File: src/hdl/pbi_defines.svh
// Constants of the processor bus interface
`ifndef PBI_DEFINES_SVH
`define PBI_DEFINES_SVH
`define PBI_RST_MIN_CYCLES 4
`define PBI_DIV_HALF_FAST 1
`define PBI_DIV_HALF_SLOW 2
`define PBI_DEC_MSB 10
`define PBI_DEC_LSB 3
`define PBI_ACK_DELAY 2
`define PBI_SWAP_ADDR0 12'h000
`define PBI_SWAP_ADDR1 12'h002
`define PBI_SWAP_ADDR2 12'h004
`define PBI_SWAP_ADDR3 12'h006
`endif

File: src/hdl/pbi_pkg.sv
// Types of the processor bus interface
package pbi_pkg;
    typedef enum logic [1:0] {
        PBI_SYNC_HOSTA,
        PBI_ASYNC_HOSTA,
        PBI_ASYNC_HOSTB,
        PBI_SYNC_HOSTB
    } pbi_mode_e;
    typedef enum {
        PBI_IDLE,
        PBI_WAIT,
        PBI_ACK
    } pbi_state_e;
endpackage

File: src/hdl/pbi_clk_div.sv
// Divided clock output generator
`timescale 1ns/1ps
`default_nettype none
`include "pbi_defines.svh"
module pbi_clk_div
    import pbi_pkg::*;
(
    input wire logic mclk,
    input wire logic sys_rst,
    input wire logic divSelect,
    output logic clkOut
);
    logic [1:0] cnt_r;
    logic [1:0] cnt_nxt;
    logic clk_r;
    logic clk_nxt;
    logic [1:0] half;

    always_comb begin
        half = divSelect ? 2'(`PBI_DIV_HALF_FAST) : 2'(`PBI_DIV_HALF_SLOW);
        cnt_nxt = cnt_r + 2'h1;
        clk_nxt = clk_r;
        if (cnt_r + 2'h1 >= half) begin
            cnt_nxt = 2'h0;
            clk_nxt = ~clk_r;
        end
    end

    always_ff @(posedge mclk) begin
        if (sys_rst) begin
            cnt_r <= 2'h0;
            clk_r <= 1'b0;
        end else begin
            cnt_r <= cnt_nxt;
            clk_r <= clk_nxt;
        end
    end

    assign clkOut = clk_r;
endmodule
`default_nettype wire

File: src/hdl/pbi_host_port.sv
// Processor bus interface with RAM port arbiter
`timescale 1ns/1ps
`default_nettype none
`include "pbi_defines.svh"
module pbi_host_port
    import pbi_pkg::*;
#(
    parameter int ADDR_W = 12,
    parameter int DATA_W = 8
) (
    input wire logic mclk,
    input wire logic sys_rst,
    input wire logic hostFamilySelect,
    input wire logic timingSelect,
    input wire logic ram4kMode,
    input wire logic divideSelect,
    output logic dividedClockOut,
    input wire logic writeStrobeOrPhaseClock,
    input wire logic readStrobeOrDirection,
    input wire logic externalChipSelectN,
    input wire logic addressLatchStrobe,
    input wire logic [10:0] addressInputs,
    input wire logic [DATA_W-1:0] dataBusIn,
    output logic [DATA_W-1:0] dataBusOut,
    output logic dataBusOe,
    output logic readyAckOut,
    output logic hostRamReq,
    output logic hostRamWrite,
    output logic [ADDR_W-1:0] hostRamAddr,
    output logic [DATA_W-1:0] hostRamWdata,
    input wire logic [DATA_W-1:0] ramRdata,
    input wire logic seqReq,
    input wire logic seqWrite,
    input wire logic [ADDR_W-1:0] seqAddr,
    input wire logic [DATA_W-1:0] seqWdata,
    output logic seqGrant,
    output logic [DATA_W-1:0] seqRdata,
    output logic ramEn,
    output logic ramWe,
    output logic [ADDR_W-1:0] ramAddr,
    output logic [DATA_W-1:0] ramWdata
);
    if (ADDR_W != 12 || DATA_W != 8) begin : g_param_check
        $error("pbi_host_port supports a 12-bit address and 8-bit data only");
    end

    pbi_mode_e mode;
    logic isFamB;
    logic isSync;
    logic [7:0] lowLatch_r;
    logic [7:0] lowLatch_nxt;
    logic [ADDR_W-1:0] addr;
    logic addr11;
    logic selected;
    logic rdActive;
    logic wrActive;
    logic access;
    logic accPrev_r;
    logic accStart;
    logic swapHit;
    logic [ADDR_W-1:0] effAddr;
    pbi_state_e state_r;
    pbi_state_e state_nxt;
    logic [1:0] cnt_r;
    logic [1:0] cnt_nxt;
    logic [DATA_W-1:0] rdData_r;
    logic [DATA_W-1:0] rdData_nxt;
    logic pendRd_r;
    logic pendRd_nxt;
    logic oe_r;
    logic oe_nxt;
    logic rdy_r;
    logic rdy_nxt;

    pbi_clk_div u_div (
        .mclk(mclk),
        .sys_rst(sys_rst),
        .divSelect(divideSelect),
        .clkOut(dividedClockOut)
    );

    assign mode = pbi_mode_e'({hostFamilySelect, hostFamilySelect ^ ~timingSelect});
    assign isFamB = hostFamilySelect;
    assign isSync = timingSelect;

    always_comb begin
        lowLatch_nxt = lowLatch_r;
        if (mode == PBI_SYNC_HOSTA && addressLatchStrobe) begin
            lowLatch_nxt = dataBusIn;
        end
    end

    always_comb begin
        addr11 = 1'b0;
        case (mode)
            PBI_SYNC_HOSTA: addr11 = ram4kMode & externalChipSelectN;
            PBI_ASYNC_HOSTA: addr11 = ram4kMode & addressLatchStrobe;
            PBI_SYNC_HOSTB: addr11 = ram4kMode & addressLatchStrobe;
            PBI_ASYNC_HOSTB: addr11 = ram4kMode & writeStrobeOrPhaseClock;
            default: addr11 = 1'b0;
        endcase
        if (mode == PBI_SYNC_HOSTA) begin
            addr = {addr11, addressInputs[10:8], lowLatch_r};
            selected = (addr[`PBI_DEC_MSB:`PBI_DEC_LSB] == 8'h00);
        end else begin
            addr = {addr11, addressInputs};
            selected = ~externalChipSelectN;
        end
        if (isFamB) begin
            rdActive = selected & readStrobeOrDirection;
            wrActive = selected & ~readStrobeOrDirection;
            if (isSync) begin
                rdActive = rdActive & writeStrobeOrPhaseClock;
                wrActive = wrActive & writeStrobeOrPhaseClock;
            end
        end else begin
            rdActive = selected & ~readStrobeOrDirection;
            wrActive = selected & ~writeStrobeOrPhaseClock;
        end
    end

    assign access = rdActive | wrActive;
    assign accStart = access & ~accPrev_r;
    assign swapHit = isFamB && (addr[ADDR_W-1:1] == 11'(`PBI_SWAP_ADDR0 >> 1) ||
        addr[ADDR_W-1:1] == 11'(`PBI_SWAP_ADDR1 >> 1) ||
        addr[ADDR_W-1:1] == 11'(`PBI_SWAP_ADDR2 >> 1) ||
        addr[ADDR_W-1:1] == 11'(`PBI_SWAP_ADDR3 >> 1));
    assign effAddr = swapHit ? {addr[ADDR_W-1:1], ~addr[0]} : addr;

    // Host request and arbitration
    assign hostRamReq = accStart;
    assign hostRamWrite = wrActive;
    assign hostRamAddr = effAddr;
    assign hostRamWdata = dataBusIn;
    assign seqGrant = seqReq & ~accStart;
    assign ramEn = accStart | seqReq;
    assign ramWe = accStart ? wrActive : seqWrite;
    assign ramAddr = accStart ? effAddr : seqAddr;
    assign ramWdata = accStart ? dataBusIn : seqWdata;
    assign seqRdata = ramRdata;

    always_comb begin
        state_nxt = state_r;
        cnt_nxt = cnt_r;
        rdData_nxt = rdData_r;
        pendRd_nxt = 1'b0;
        rdy_nxt = rdy_r;
        if (pendRd_r) begin
            rdData_nxt = ramRdata;
        end
        case (state_r)
            PBI_IDLE: begin
                rdy_nxt = 1'b0;
                if (accStart) begin
                    pendRd_nxt = rdActive;
                    cnt_nxt = 2'h0;
                    state_nxt = PBI_WAIT;
                end
            end
            PBI_WAIT: begin
                cnt_nxt = cnt_r + 2'h1;
                if (!access) begin
                    state_nxt = PBI_IDLE;
                end else if (cnt_r == 2'(`PBI_ACK_DELAY - 1)) begin
                    rdy_nxt = ~isSync;
                    state_nxt = PBI_ACK;
                end
            end
            PBI_ACK: begin
                if (!access) begin
                    rdy_nxt = 1'b0;
                    state_nxt = PBI_IDLE;
                end
            end
            default: state_nxt = PBI_IDLE;
        endcase
        oe_nxt = rdActive;
    end

    always_ff @(posedge mclk) begin
        if (sys_rst) begin
            lowLatch_r <= 8'h00;
            accPrev_r <= 1'b0;
            state_r <= PBI_IDLE;
            cnt_r <= 2'h0;
            rdData_r <= 8'h00;
            pendRd_r <= 1'b0;
            oe_r <= 1'b0;
            rdy_r <= 1'b0;
        end else begin
            lowLatch_r <= lowLatch_nxt;
            accPrev_r <= access;
            state_r <= state_nxt;
            cnt_r <= cnt_nxt;
            rdData_r <= rdData_nxt;
            pendRd_r <= pendRd_nxt;
            oe_r <= oe_nxt;
            rdy_r <= rdy_nxt;
        end
    end

    assign dataBusOut = rdData_r;
    assign dataBusOe = oe_r & rdActive;
    assign readyAckOut = rdy_r;

    chk_bus_idle_reset: assert property (@(posedge mclk)
        $past(sys_rst) |-> !dataBusOe)
        else $error("Data bus driven after reset");
    chk_oe_needs_read: assert property (@(posedge mclk) disable iff (sys_rst)
        dataBusOe |-> rdActive && $past(rdActive))
        else $error("Data bus driven outside a read");
    chk_host_priority: assert property (@(posedge mclk) disable iff (sys_rst)
        hostRamReq && seqReq |-> !seqGrant && ramAddr == hostRamAddr)
        else $error("Sequencer granted over host");
    chk_seq_served: assert property (@(posedge mclk) disable iff (sys_rst)
        seqReq && !hostRamReq |-> seqGrant && ramEn && ramAddr == seqAddr)
        else $error("Sequencer not served");
    chk_sync_no_ack: assert property (@(posedge mclk) disable iff (sys_rst)
        isSync && $stable(isSync) |=> !readyAckOut)
        else $error("Ready in synchronous mode");
    chk_async_ack: assert property (@(posedge mclk) disable iff (sys_rst)
        accStart && !isSync ##1 (access && !isSync)[*3] |-> readyAckOut)
        else $error("Ready missing in asynchronous mode");
    chk_int_decode: assert property (@(posedge mclk) disable iff (sys_rst)
        mode == PBI_SYNC_HOSTA && addr[10:3] != 8'h00 |-> !access)
        else $error("Internal select outside window");
    chk_ext_select: assert property (@(posedge mclk) disable iff (sys_rst)
        mode != PBI_SYNC_HOSTA && externalChipSelectN |-> !access)
        else $error("Access without external select");
    chk_swap_addr: assert property (@(posedge mclk) disable iff (sys_rst)
        isFamB && addr == `PBI_SWAP_ADDR0 |-> effAddr == 12'h001)
        else $error("Byte swap missing");
endmodule
`default_nettype wire

File: config.mk
export PLATFORM = sky130hd
export DESIGN_NAME = pbi_host_port
export DESIGN_NICKNAME = d
export VERILOG_FILES = /design/src/hdl/pbi_pkg.sv /design/src/hdl/pbi_clk_div.sv /design/src/hdl/pbi_host_port.sv
export VERILOG_INCLUDE_DIRS = /design/src /design/src/hdl
export SDC_FILE = /design/constraint.sdc
export NUM_CORES = 1
export LEC_CHECK = 0
export BUFFER_PORTS_ARGS = -buffer_cell sky130_fd_sc_hd__buf_2
export CAP_MARGIN = 40
export CORE_MARGIN = 8
export CORE_UTILIZATION = 45
export DETAILED_ROUTE_END_ITERATION = 10
export GPL_ROUTABILITY_DRIVEN = 0
export HOLD_SLACK_MARGIN = 0.06
export PLACE_DENSITY = 0.87
export SLEW_MARGIN = 20
export SYNTH_ARGS = -nofsm -noshare
export SYNTH_HDL_FRONTEND = slang
export SYNTH_SLANG_ARGS = --single-unit
File: constraint.sdc
create_clock -name mclk -period 2.5 [get_ports mclk]
set_input_delay 0.25 -clock mclk [delete_from_list [all_inputs] [get_ports mclk]]
set_output_delay 0.25 -clock mclk [all_outputs]
set_load 0.02 [all_outputs]
==> reports/results.txt <==
The worst min-delay path category was in2reg. The number of nets at the end of the flow was 367. The run gives 0 as the count of final setup violators. The design internal power is 771.4 uW. The run gives 0 as the total grt overflow. The endpoint type of the worst setup path was a primary output. The largest stage delay on the critical path is 0.31 ns, and the portion of total power attributed to sequential cells is 0.409. The average cell area after synthesis came out at 8.771 sq um. For this design, the slowest cell found on the critical path is sky130_fd_sc_hd__o31a_1. The root buffer cell chosen for the clock tree is sky130_fd_sc_hd__clkbuf_8.

TritonCTS built the clock tree. Following the worst setup path forward leads to its endpoint at ramAddr[0]. The run gives 356.0 uV as the worst IR drop on VDD. During I/O placement, the number of pins put on the boundary was 123. For the final count of pins violating max slew, the log shows 0. The most used flip-flop cell after synthesis was sky130_fd_sc_hd__dfxtp_1.

The max-slew headroom at the worst pin came out at 0.6697. The clock passes through at most 2 buffers. The switching share of total power was 0.3443. The run gives 0 as the max capacitance violation total. At the later pin of the worst-skew pair, clock insertion delay measures 0.26 ns.

End of the worst register-to-register path: pendRd_r. The number of vias per cell works out to 5.123. The proportion of layout cells with a drive suffix above 1 came out at 0.5331. Summed over all nets, the half-perimeter wirelength after detailed placement is 4594 microns. Compared with the post-synthesis result, the final layout area differs by 31.94%. For the maximum level of the CTS H-tree, the log shows 1. The worst register-to-register path begins at lowLatch_r[5]. The synthesized design spends more area on one cell type than any other, namely sky130_fd_sc_hd__dfxtp_1. Between clock sinks in the finished design, the worst skew comes to 0.003508 ns. Number of antenna violations at the first check in global routing: 0. The critical path class was in2out. In this run the cell area of the synthesized design comes to 1763 sq um.

The fraction of power consumed by combinational cells is 0.389, and the total power per unit cell area is 505.8 nW/um^2. Total power for the finished layout comes to 1.176 mW. Time the worst path needs with I/O delays and setup: 2.318 ns.

In this design, the largest share of critical-path delay is due to compound AO/OA/AOI/OAI gates. For this design the static power due to leakage is 1.112 nW. Buffers added to address setup during post-CTS repair amount to 0. The worst setup path is launched from an input port.

The cell count after synthesis came out at 201. The worst endpoint required time was 2.25 ns. The synthesized design contains 0 enable-type register cells. The final period utilization was 0.9271.

The first TritonRoute pass finished after 4 iterations. The part of the power in the clock network was 0.201; the vertical extent of the die was 78.59 microns. The setup check on the worst reg-to-reg path leaves a slack of 0.89 ns. After detailed routing, the number of remaining DRC violations is 0.

The netlist uses 41 different library cells. Counting both buffers and inverters, the worst setup path holds a total of 4. The initial cell density of the core was 0.4744; the clock input transition at the sequential cells of the worst setup and hold paths was 0.08 ns. The die covers 6176 sq um. The number of inserted diodes is 0.

The run gives 1793 as the detailed-route via count. Hold repair after CTS inserted 0 buffers. Entering global routing, the biggest net connects 28 pins.

The start point of the worst min-delay path was ramRdata[2]. The number of sinks handled by clock tree synthesis was 27; the mean routed wirelength per cell was 15.37 microns. Buffers placed on the I/O ports in this run total 122.

After floorplanning, the core was divided into 22 placement rows. Ranked by total cell area, the synthesized netlist is headed by sky130_fd_sc_hd__dfxtp_1 (31%), sky130_fd_sc_hd__mux2_2 (17%), sky130_fd_sc_hd__buf_4 (8.5%). The number of cells on the worst reg-to-reg path was 5; the final hold violation count was 0. The critical path goes through buf_2, inv_1, ha_1, buf_4, a221o_1, and3_1, o31a_1, o31ai_1, buf_2. For the pin with the worst max-slew slack, the measured transition is 0.4955 ns. The run gives 5381 microns as the final routed wirelength across all metal layers.

The critical path starts at hostFamilySelect. The run gives 0 as the warning count from the yosys run. The run finished with clean final reports. In this run, the number of DRC markers left after iteration 0 of detailed routing was 38. The total negative slack was 0 ns; the maximum clock frequency was 431.5 MHz.

The share of flip-flops with an asynchronous set or reset after synthesis was 0. The run gives 0 as the post-detailed-route count of antenna-violating nets. The first global-routing pass estimated 8480 microns of wire. Synthesis produced a netlist with a net count of 265.

Data arrives at the worst endpoint at 2.07 ns. For the number of global-route vias before repair, the log shows 1945. The net switching power figure is 405.0 uW, and the flop and latch count out of synthesis is 27. In this design, the critical path's most frequently occurring cell is sky130_fd_sc_hd__buf_2. In this run the number of cells on the critical path is 9. The area of the core region is 3716 sq um, and the number of buffers created by CTS is 3.

The fraction of the yosys area taken by sequential cells is 0.3066. Setup repair after global routing left no endpoint under its margin. For the total track usage, the log shows 0.1640. For the count of placed standard cells in the final layout, fillers left out, the log shows 350.

Area share of the largest cell type after synthesis: 0.3066. The maximum fanout along the worst path is 8. The number of placed instances, taps included, is 346. Measured along the x axis, the die boundary spans 78.59 microns.
## cell usage in the layout, fill, tap and decap left out, types with 2 or more instances in the layout
| master | netlist | final |
|---|---|---|
| sky130_fd_sc_hd__a21oi_1 | 11 | 11 |
| sky130_fd_sc_hd__and2_1 | 2 | 2 |
| sky130_fd_sc_hd__buf_2 | 3 | 122 |
| sky130_fd_sc_hd__buf_4 | 20 | 3 |
| sky130_fd_sc_hd__clkbuf_8 | 0 | 3 |
| sky130_fd_sc_hd__dfxtp_1 | 27 | 27 |
| sky130_fd_sc_hd__ha_1 | 5 | 5 |
| sky130_fd_sc_hd__inv_1 | 7 | 7 |
| sky130_fd_sc_hd__mux2_2 | 26 | 26 |
| sky130_fd_sc_hd__mux2i_1 | 10 | 10 |
| sky130_fd_sc_hd__nand2_1 | 13 | 13 |
| sky130_fd_sc_hd__nand2b_1 | 3 | 3 |
| sky130_fd_sc_hd__nand3_1 | 11 | 11 |
| sky130_fd_sc_hd__nand3b_1 | 2 | 2 |
| sky130_fd_sc_hd__nor2_1 | 22 | 22 |
| sky130_fd_sc_hd__nor3_1 | 2 | 2 |
| sky130_fd_sc_hd__nor3b_1 | 2 | 2 |
| sky130_fd_sc_hd__nor4_1 | 4 | 3 |
| sky130_fd_sc_hd__o21ai_0 | 3 | 3 |
| sky130_fd_sc_hd__o31ai_1 | 2 | 2 |
| sky130_fd_sc_hd__or3_1 | 2 | 2 |
## synthesized netlist by cell type (2+ instances only)
cell type                  instances
sky130_fd_sc_hd__nand2b_1          3
sky130_fd_sc_hd__dfxtp_1          27
sky130_fd_sc_hd__nor3_1            2
sky130_fd_sc_hd__nand3b_1          2
sky130_fd_sc_hd__buf_2             3
sky130_fd_sc_hd__ha_1              5
sky130_fd_sc_hd__nor4_1            4
sky130_fd_sc_hd__and2_1            2
sky130_fd_sc_hd__buf_4            20
sky130_fd_sc_hd__nand3_1          11
sky130_fd_sc_hd__nand2_1          13
sky130_fd_sc_hd__inv_1             7
sky130_fd_sc_hd__or3_1             2
sky130_fd_sc_hd__clkbuf_1          4
sky130_fd_sc_hd__mux2_2           26
sky130_fd_sc_hd__o31ai_1           2
sky130_fd_sc_hd__nor3b_1           2
sky130_fd_sc_hd__nor2_1           22
sky130_fd_sc_hd__mux2i_1          10
sky130_fd_sc_hd__o21ai_0           3
sky130_fd_sc_hd__a21oi_1          11
## through the flow
stage	setup WS (ns)	cell area, sq um	utilization	hold slack [ns]
2_1_floorplan	0.1730	1763	-	0.3975
3_3_place_gp	0.2409	2265	0.6094	0.4418
3_5_place_dp	0.1736	2265	0.6094	0.4495
4_1_cts	0.1214	2311	0.6219	0.2223
5_1_grt	0.1057	2326	0.6259	0.2221
6_report	0.1824	2326	0.6259	0.2288
## worst reg2reg max path, cell delays in order, from the launching register on
cell and delay, ns:
sky130_fd_sc_hd__dfxtp_1 0.35, sky130_fd_sc_hd__nor4_4 0.34, sky130_fd_sc_hd__a31o_2 0.28, sky130_fd_sc_hd__nand3_4 0.09
sky130_fd_sc_hd__buf_4 0.20, sky130_fd_sc_hd__nor4b_1 0.26
## registers in the layout, summed over array words and instances (netlist names)
name          cells
lowLatch_r        8
state_r           2
oe_r              1
accPrev_r         1
u_div.cnt_r       2
readyAckOut       1
cnt_r             2
u_div.clkOut      1
dataBusOut        8
pendRd_r          1
## cells by family (layout without fill, tap and decap cells)
logic type / count (synthesis) / in the layout / synth area share
AOI/OAI and AO/OA: 26 / 26 / 0.09440
xor gates and xnor gates: 2 / 2 / 0.009938
adders and majority gates: 5 / 5 / 0.03549
buffers and inverters: 36 / 137 / 0.1256
DFF: 27 / 27 / 0.3066
muxes: 37 / 37 / 0.2314
and+or+nand+nor: 68 / 68 / 0.1966
## layer usage
metal  up-vias  GRT usage  part of all wire
li1        888          -                 -
met1       812     0.1522              0.36
met2        87     0.3041              0.50
met3         6    0.09795              0.13
met4         0    0.02778             0.011
met5         -          0                 0
## power groups by stage
stage               registers, mW  logic (mW)  clock network, mW
finish                      0.482       0.458              0.237
global route                0.486       0.500              0.268
CTS                         0.481       0.462              0.247
detailed placement          0.491       0.460                  0
global placement            0.491       0.450                  0
floorplan                   0.497       0.317                  0
## final cells by class
| class | count | area [sq um] |
|---|---|---|
| clock inverters | 1 | 5.005 |
| repair buffers | 125 | 633.1 |
| clock buffers | 3 | 41.29 |
| inverters | 8 | 30.03 |
| fillers | 318 | 1390 |
| flip-flops and latches | 27 | 540.5 |
| well taps | 48 | 60.06 |
| multi-input cells | 138 | 1016 |
## how the worst min path moves through the flow
stage	end	slack (ns)	cells past startpoint
after detailed placement	lowLatch_r[2]	0.45	2
final	dataBusOut[2]	0.23	3
after CTS	dataBusOut[2]	0.22	3
after floorplan	lowLatch_r[1]	0.40	2
after global placement	lowLatch_r[2]	0.44	2
after global routing	dataBusOut[2]	0.22	3
## repair_timing
action / in CTS / in global routing
endpoints found under the hold margin: 0 / 0
setup endpoints to repair: 0 / 8
resized for setup: 0 / 2
Power figures use the tool's default switching activity.
